===== config.mk =====
export PLATFORM = sky130hd
export DESIGN_NAME = ees_sequencer
export DESIGN_NICKNAME = d
export VERILOG_FILES = /design/src/rtl/ees_pkg.sv /design/src/rtl/ees_sequencer.sv
export VERILOG_INCLUDE_DIRS = /design/src /design/src/rtl
export SDC_FILE = /design/constraint.sdc
export NUM_CORES = 1
export LEC_CHECK = 0
export BUFFER_PORTS_ARGS = -buffer_cell sky130_fd_sc_hd__buf_4
export CORE_ASPECT_RATIO = 0.8
export CORE_MARGIN = 5
export CORE_UTILIZATION = 50
export DETAILED_ROUTE_END_ITERATION = 10
export GPL_TIMING_DRIVEN = 0
export HOLD_SLACK_MARGIN = 0.08
export PLACE_DENSITY = 0.75
export REMOVE_ABC_BUFFERS = 1
export SLEW_MARGIN = 20
export SYNTH_ARGS = -nofsm -noshare
export SYNTH_HDL_FRONTEND = slang
export SYNTH_SLANG_ARGS = --single-unit

===== constraint.sdc =====
create_clock -name CORE_CLK_I -period 2.9 [get_ports CORE_CLK_I]
set_clock_uncertainty 0.2 [all_clocks]
set_input_delay 0.29 -clock CORE_CLK_I [delete_from_list [all_inputs] [get_ports CORE_CLK_I]]
set_output_delay 0.29 -clock CORE_CLK_I [all_outputs]
set_load 0.05 [all_outputs]

===== src/rtl/ees_params.svh =====
// Constants of the EEPROM erase and write sequencer.
`ifndef EES_PARAMS_SVH
`define EES_PARAMS_SVH
// ----------------------------------------------------------------
// Register offsets
// ----------------------------------------------------------------
`define EES_OFS_CTRL 2'h0
`define EES_OFS_ADDR_LO 2'h1
`define EES_OFS_ADDR_HI 2'h2
`define EES_OFS_DATA 2'h3
// ----------------------------------------------------------------
// Control register fields
// ----------------------------------------------------------------
`define EES_BIT_PE 1
`define EES_BIT_MPE 2
`define EES_BIT_MODE_LO 4
`define EES_BIT_MODE_HI 5
// ----------------------------------------------------------------
// Reset values
// ----------------------------------------------------------------
`define EES_RST_BYTE 8'h00
`define EES_RST_MODE 2'h0
// ----------------------------------------------------------------
// Timing counts in clock cycles
// ----------------------------------------------------------------
`define EES_UNLOCK_CYCLES 3'h4
`define EES_STALL_CYCLES 2'h2
`endif


===== src/rtl/ees_pkg.sv =====
// Types of the EEPROM erase and write sequencer.
package ees_pkg;
   typedef enum logic [1:0] {
      EES_MODE_ERASE_WRITE = 2'h0,
      EES_MODE_ERASE_ONLY = 2'h1,
      EES_MODE_WRITE_ONLY = 2'h2,
      EES_MODE_RESERVED = 2'h3
   } ees_mode_t;
   typedef enum logic {
      EES_IDLE = 1'b0,
      EES_RUN = 1'b1
   } ees_state_t;
   typedef struct packed {
      ees_mode_t op;
      logic [15:0] addr;
      logic [7:0] data;
   } ees_arr_req_t;
endpackage : ees_pkg


===== src/rtl/ees_sequencer.sv =====
// EEPROM erase and write sequencer with timed unlock and CPU stall.
// Summary of operation
// [RULE_01] An operation starts only when program enable is written within four cycles after master enable.
// [RULE_02] A launch stalls the processor for two clock cycles.
// [RULE_03] Program enable reads set as busy until the array reports completion.
// [RULE_04] While busy, no further launch and no change of mode, address or data is accepted.
// [RULE_05] Software sets the mode bits before launch and the erase setting selects erase only.
// [RULE_06] The mode bits select erase and write, erase only or write only.
// [RULE_07] Software polls program enable until clear before starting.
// [RULE_08] Software waits for flash self-programming to end when a boot loader may run.
// [RULE_09] The operation targets the location held in the high and low address registers.
// [RULE_10] A write programs the data register content into the addressed location.
// [RULE_11] Software erases a location before writing it.
// [RULE_12] The interrupt-disable instruction blocks interrupts in its own cycle.
// [RULE_13] Software disables interrupts around the unlock writes.
// [RULE_14] Master enable clears itself when the four-cycle window expires.
//
// The register addresses and the plain strobed port were decided locally.
`timescale 1ns/10ps
`default_nettype none
`include "ees_params.svh"
module ees_sequencer
   import ees_pkg::*;
#(
   parameter int ADDR_W = 9
) (
   input wire logic CORE_CLK_I,
   input wire logic RESET_I,
   input wire logic [1:0] REG_ADDR_I,
   input wire logic [7:0] REG_WDATA_I,
   input wire logic REG_WR_I,
   input wire logic REG_RD_I,
   output logic [7:0] REG_RDATA_O,
   output logic ARR_START_O,
   output ees_arr_req_t ARR_REQ_O,
   input wire logic ARR_DONE_I,
   output logic CPU_STALL_O,
   input wire logic IRQ_PEND_I,
   input wire logic IRQ_GLOBAL_EN_I,
   input wire logic CLI_EXEC_I,
   output logic IRQ_TAKE_O
);
   // ----------------------------------------------------------------
   // Register state
   // ----------------------------------------------------------------
   ees_state_t state_q, state_d;
   ees_mode_t mode_q, mode_d;
   logic [ADDR_W-1:0] addr_q, addr_d;
   logic [7:0] data_q, data_d;
   logic [2:0] unlock_q, unlock_d;
   logic [1:0] stall_q, stall_d;
   logic start_q, start_d;
   ees_arr_req_t req_q, req_d;
   logic [7:0] rdata_q, rdata_d;
   logic [15:0] addr_ext;
   logic wr_ctrl, mpe_q, launch;

   assign addr_ext = 16'(addr_q);
   assign wr_ctrl = REG_WR_I && (REG_ADDR_I == `EES_OFS_CTRL);
   assign mpe_q = (unlock_q != 3'h0);
   assign launch = wr_ctrl && REG_WDATA_I[`EES_BIT_PE] && mpe_q && (state_q == EES_IDLE)
      && (mode_q != EES_MODE_RESERVED); // RULE_01

   always_comb begin
      state_d = state_q;
      mode_d = mode_q;
      addr_d = addr_q;
      data_d = data_q;
      unlock_d = unlock_q;
      stall_d = stall_q;
      start_d = 1'b0;
      req_d = req_q;
      rdata_d = 8'h00;
      if (unlock_q != 3'h0) begin
         unlock_d = unlock_q - 3'h1; // RULE_14
      end
      if (stall_q != 2'h0) begin
         stall_d = stall_q - 2'h1;
      end
      if (REG_WR_I && (state_q == EES_IDLE)) begin // RULE_04
         case (REG_ADDR_I)
            `EES_OFS_CTRL: begin
               mode_d = ees_mode_t'(REG_WDATA_I[`EES_BIT_MODE_HI:`EES_BIT_MODE_LO]); // RULE_05
               if (REG_WDATA_I[`EES_BIT_MPE]) begin
                  unlock_d = `EES_UNLOCK_CYCLES; // RULE_01
               end
            end
            `EES_OFS_ADDR_LO: begin
               addr_d = ADDR_W'({addr_ext[15:8], REG_WDATA_I});
            end
            `EES_OFS_ADDR_HI: begin
               addr_d = ADDR_W'({REG_WDATA_I, addr_ext[7:0]});
            end
            `EES_OFS_DATA: begin
               data_d = REG_WDATA_I;
            end
            default: begin
               data_d = data_q;
            end
         endcase
      end
      case (state_q)
         EES_IDLE: begin
            if (launch) begin
               state_d = EES_RUN; // RULE_03
               start_d = 1'b1;
               stall_d = `EES_STALL_CYCLES; // RULE_02
               unlock_d = 3'h0;
               req_d.op = mode_q; // RULE_06
               req_d.addr = addr_ext; // RULE_09
               req_d.data = data_q; // RULE_10
            end
         end
         EES_RUN: begin
            if (ARR_DONE_I && !start_q) begin
               state_d = EES_IDLE; // RULE_03
            end
         end
         default: begin
            state_d = EES_IDLE;
         end
      endcase
      if (REG_RD_I) begin
         case (REG_ADDR_I)
            `EES_OFS_CTRL: begin
               rdata_d[`EES_BIT_PE] = (state_q == EES_RUN); // RULE_03
               rdata_d[`EES_BIT_MPE] = mpe_q;
               rdata_d[`EES_BIT_MODE_HI:`EES_BIT_MODE_LO] = mode_q;
            end
            `EES_OFS_ADDR_LO: begin
               rdata_d = addr_ext[7:0];
            end
            `EES_OFS_ADDR_HI: begin
               rdata_d = addr_ext[15:8];
            end
            default: begin
               rdata_d = data_q;
            end
         endcase
      end
   end

   always_ff @(posedge CORE_CLK_I) begin
      if (RESET_I) begin
         state_q <= EES_IDLE;
         mode_q <= ees_mode_t'(`EES_RST_MODE);
         addr_q <= '0;
         data_q <= `EES_RST_BYTE;
         unlock_q <= 3'h0;
         stall_q <= 2'h0;
         start_q <= 1'b0;
         req_q <= '0;
         rdata_q <= `EES_RST_BYTE;
      end else begin
         state_q <= state_d;
         mode_q <= mode_d;
         addr_q <= addr_d;
         data_q <= data_d;
         unlock_q <= unlock_d;
         stall_q <= stall_d;
         start_q <= start_d;
         req_q <= req_d;
         rdata_q <= rdata_d;
      end
   end

   // ----------------------------------------------------------------
   // Outputs
   // ----------------------------------------------------------------
   assign REG_RDATA_O = rdata_q;
   assign ARR_START_O = start_q;
   assign ARR_REQ_O = req_q;
   assign CPU_STALL_O = (stall_q != 2'h0); // RULE_02
   assign IRQ_TAKE_O = IRQ_PEND_I && IRQ_GLOBAL_EN_I && !CLI_EXEC_I; // RULE_12
endmodule : ees_sequencer
`default_nettype wire


==> impl_summary.txt <==
----------------------------------------------------
[Outcome]
  Run status ... completed

[Timing]
  Worst Max-Slew Pin Slew ... 1.07 ns
  Final number of hold-violating endpoints ... 0
  # setup viols final ... 0
  Highest attainable clock frequency ... 405 MHz
  Worst Setup Slack, final ... 0.434 ns
  Setup repair after global routing missed its margin ... false
  Max-slew violation count ... 0
  Max_slew headroom ... 28.7%
  Hold slack final ... 0.124 ns
  Final period util ... 85.0%
  Minimum period implied by the final worst setup slack ... 2.47 ns
  Setup TNS ... 0 ns

[Yosys]
  Post-synth ARST share ... 0%
  Largest area contributor in the netlist ... sky130_fd_sc_hd__dfxtp_1
  Cell types occupying the most area after synthesis ... sky130_fd_sc_hd__dfxtp_1 (47%), sky130_fd_sc_hd__mux2i_1 (11%), sky130_fd_sc_hd__nand2b_1 (11%)
  Number of distinct standard cells referenced by the synthesized netlist ... 30
  Xor and xnor fraction of the mapped netlist area ... 0.385%
  Gate count of the mapped netlist ... 237
  Syn. warnings ... 0
  Dominant register cell in the synthesized netlist ... sky130_fd_sc_hd__dfxtp_1
  Per-instance average area after synthesis ... 9.59 µm²
  Fraction of the mapped netlist area in compound gates ... 7.21%
  Multiplexer share of the synthesized area ... 13.5%
  Dominant cell by count in the synthesized netlist ... sky130_fd_sc_hd__dfxtp_1
  Post-synthesis share of cell area spent on and, or, nand and nor gates ... 23.9%
  Sequential cell area fraction in the yosys report ... 46.7%
  Area of the mapped netlist ... 2270 µm²
  Post-synth EDFFs ... 0
  Share of the synthesized area in the top cell type ... 46.7%
  Synth Register Bits ... 53
  Main combinational cell family by area after synthesis ... simple AND/OR/NAND/NOR gates
  Adder and majority gate portion of the synthesized area ... 1.65%
  Most used standard cells in the synthesized netlist ... sky130_fd_sc_hd__dfxtp_1 (53), sky130_fd_sc_hd__nand2b_1 (39), sky130_fd_sc_hd__mux2i_1 (25)

[Routing]
  Router iterations before antenna repair ... 4
  Vias per cell ... 4.96
  Final wirelength ... 4.72 mm
  # DRC ... 0
  Average routed wire per standard cell ... 13.7 µm
  Antenna viol nets, final ... 0
  Total number of vias ... 1716
  Starting DRT DRC Count ... 86

[Die]
  Initial cell density of the core ... 50.7%
  Die Footprint ... 6000 µm²
  Total core area ... 4490 µm²
  Die span in x ... 85.4 µm
  Top Ports ... 55
  Die height ... 70.3 µm
  Row count ... 22

[Clocking]
  Clk slew on worst S/H paths ... 0.10 ns
  Clock buffers created by TritonCTS ... 5
  Clock Latency Late Sink ... 0.31 ns
  H-tree Lvls ... 2
  Max Buffers Root-to-Sink ... 2
  Buffer type at the clock tree root ... sky130_fd_sc_hd__clkbuf_8
  Post-CTS setup buffer count ... 0
  Number of sinks driven by the clock tree ... 53
  Number of buffers added to fix hold violations after cts ... 8
  Clock tree from TritonCTS ... done
  Gates resized, CTS repair ... 0

[Placed design]
  Placed wire-length estimate after detailed placement ... 3.14 mm
  Final weighted congestion in routability-driven placement ... 0.731
  Worst setup timing slack at the placement stage ... 0.289 ns
  Buffers on Ports ... 47
  Inst Count DP ... 330

[Pwr]
  Sum of internal, switching and leakage power ... 1.50 mW
  Pleak ... 1.12 nW
  Worst supply voltage drop on vdd ... 0.326 mV
  Total power density per cell area ... 532 nW/µm²

[Global route]
  Remaining Overflow, GRT ... 0
  Total global routing track utilization ... 15.9%
  Number of antenna violations at the first check in global routing ... 0
  Vias in the first global route ... 1653
  Peak-usage layer in the global routing report ... met2
  First-pass GRT wire length ... 7.67 mm
  Maximum number of pins on one net before global-route repair ... 67
  Global Route met3 Usage ... 4.01%
  Met2 Usage GRT ... 25.0%
  GR Util met1 ... 21.2%

[Finish]
  Net count reported at finish ... 306
  Post-layout instance count excluding filler cells ... 346
  Antenna Diode Count ... 0
  Total area of multi-input combinational cells ... 1100 µm²
  Share of final-layout standard cells stronger than drive strength 1 ... 22.7%
  Storage element area ... 1060 µm²
  Fill cells ... 394
  Layout overhead on the synthesized area ... 24.1%

[Worst setup path]
  Critical path peak fanout ... 18
  CP Launch Type ... flop
  Classification of the worst setup path ... flop to flop
  Register-to-register setup slack ... 0.43 ns
  Nature of the critical path endpoint ... flop
  Data required, critical path ... 2.93 ns
  Data arrival time at the worst-slack endpoint ... 2.50 ns

[Worst hold path]
  Class of the worst hold path ... input port to flop

[Flow run]
  Number of max-cap violations ... 0

----------------------------------------------------
-- where the power goes --
| group | internal [mW] | total, mW | switching (mW) |
|---|---|---|---|
| clock | 0.281 | 0.523 | 0.242 |
| sequential | 0.750 | 0.764 | 0.0138 |
| combinational | 0.0892 | 0.215 | 0.126 |
-- state kept, by name, summed over array words and instances (netlist names) --
| register | flops |
|---|---|
| ARR_REQ_O | 19 |
| ARR_START_O | 1 |
| REG_RDATA_O | 8 |
| addr_q | 9 |
| data_q | 8 |
| mode_q | 2 |
| stall_q | 2 |
| state_q | 1 |
| unlock_q | 3 |
-- final timing paths --
kind	startpoint	to	cells after the start
min reg2reg	stall_q[0]$_SDFF_PP0_	stall_q[0]$_SDFF_PP0_	1
max	unlock_q[0]$_SDFF_PP0_	ARR_REQ_O[25]$_SDFFE_PP0P_	6
min	REG_ADDR_I[0]	REG_RDATA_O[0]$_SDFF_PP0_	3
max reg2reg	unlock_q[0]$_SDFF_PP0_	ARR_REQ_O[25]$_SDFFE_PP0P_	6
-- cell type report --
class / instances / share of cell area [%]
Inverter: 6 / 0.798
Tap cell: 60 / 2.66
Clock buffer: 6 / 2.93
Timing Repair Buffer: 56 / 15.6
Multi-Input combinational cell: 163 / 39.1
Clock inverter: 2 / 1.33
Sequential cell: 53 / 37.6
-- logic make-up after synthesis --
| kind of cell | after synthesis |
|---|---|
| simple gates | 93 |
| xor+xnor | 1 |
| buf+inv | 27 |
| fa+ha+maj | 3 |
| compound gates | 29 |
| flops | 53 |
| other cells | 1 |
| mux | 30 |
-- placed cells by master, fill, tap and decap left out --
master	instances
sky130_fd_sc_hd__dfxtp_1	53
sky130_fd_sc_hd__buf_4	48
sky130_fd_sc_hd__nand2b_1	39
sky130_fd_sc_hd__mux2i_1	25
sky130_fd_sc_hd__nand2_1	20
sky130_fd_sc_hd__nor2_1	14
sky130_fd_sc_hd__a21oi_1	13
sky130_fd_sc_hd__nand3b_1	10
sky130_fd_sc_hd__o21ai_0	9
sky130_fd_sc_hd__dlygate4sd3_1	8
sky130_fd_sc_hd__conb_1	7
sky130_fd_sc_hd__inv_1	6
sky130_fd_sc_hd__clkbuf_8	6
sky130_fd_sc_hd__mux2_2	5
sky130_fd_sc_hd__a22oi_1	4
sky130_fd_sc_hd__ha_1	3
sky130_fd_sc_hd__a211oi_1	2
sky130_fd_sc_hd__or2_2	1
sky130_fd_sc_hd__nor4b_4	1
sky130_fd_sc_hd__and4_1	1
sky130_fd_sc_hd__nand4_1	1
sky130_fd_sc_hd__nor4bb_1	1
sky130_fd_sc_hd__nor4bb_4	1
sky130_fd_sc_hd__and4b_1	1
sky130_fd_sc_hd__nand4b_1	1
sky130_fd_sc_hd__nor3_1	1
sky130_fd_sc_hd__a31o_2	1
sky130_fd_sc_hd__xor2_1	1
sky130_fd_sc_hd__nor4b_1	1
sky130_fd_sc_hd__clkinvlp_4	1
sky130_fd_sc_hd__bufinv_16	1
-- per-layer routing --
layer | part of all wire (%) | vias to the layer above
li1 | - | 872
met1 | 48 | 797
met2 | 45 | 40
met3 | 5.7 | 7
met4 | 1.5 | 0
met5 | 0 | -
-- worst max-delay path, stage by stage (launching register included) --
cell and delay [ns]:
sky130_fd_sc_hd__dfxtp_1 0.35, sky130_fd_sc_hd__inv_1 0.05, sky130_fd_sc_hd__ha_1 0.20, sky130_fd_sc_hd__ha_1 0.24, sky130_fd_sc_hd__inv_1 0.13, sky130_fd_sc_hd__and4_1 0.93, sky130_fd_sc_hd__mux2i_1 0.28
-- stage by stage --
stage	instance area (µm²)	utilization, %
2_1_floorplan	2170	-
3_3_place_gp	2600	57.9
3_5_place_dp	2620	58.4
4_1_cts	2820	62.9
5_1_grt	2820	62.9
6_report	2820	62.9
(Power assumes the default switching activity.)
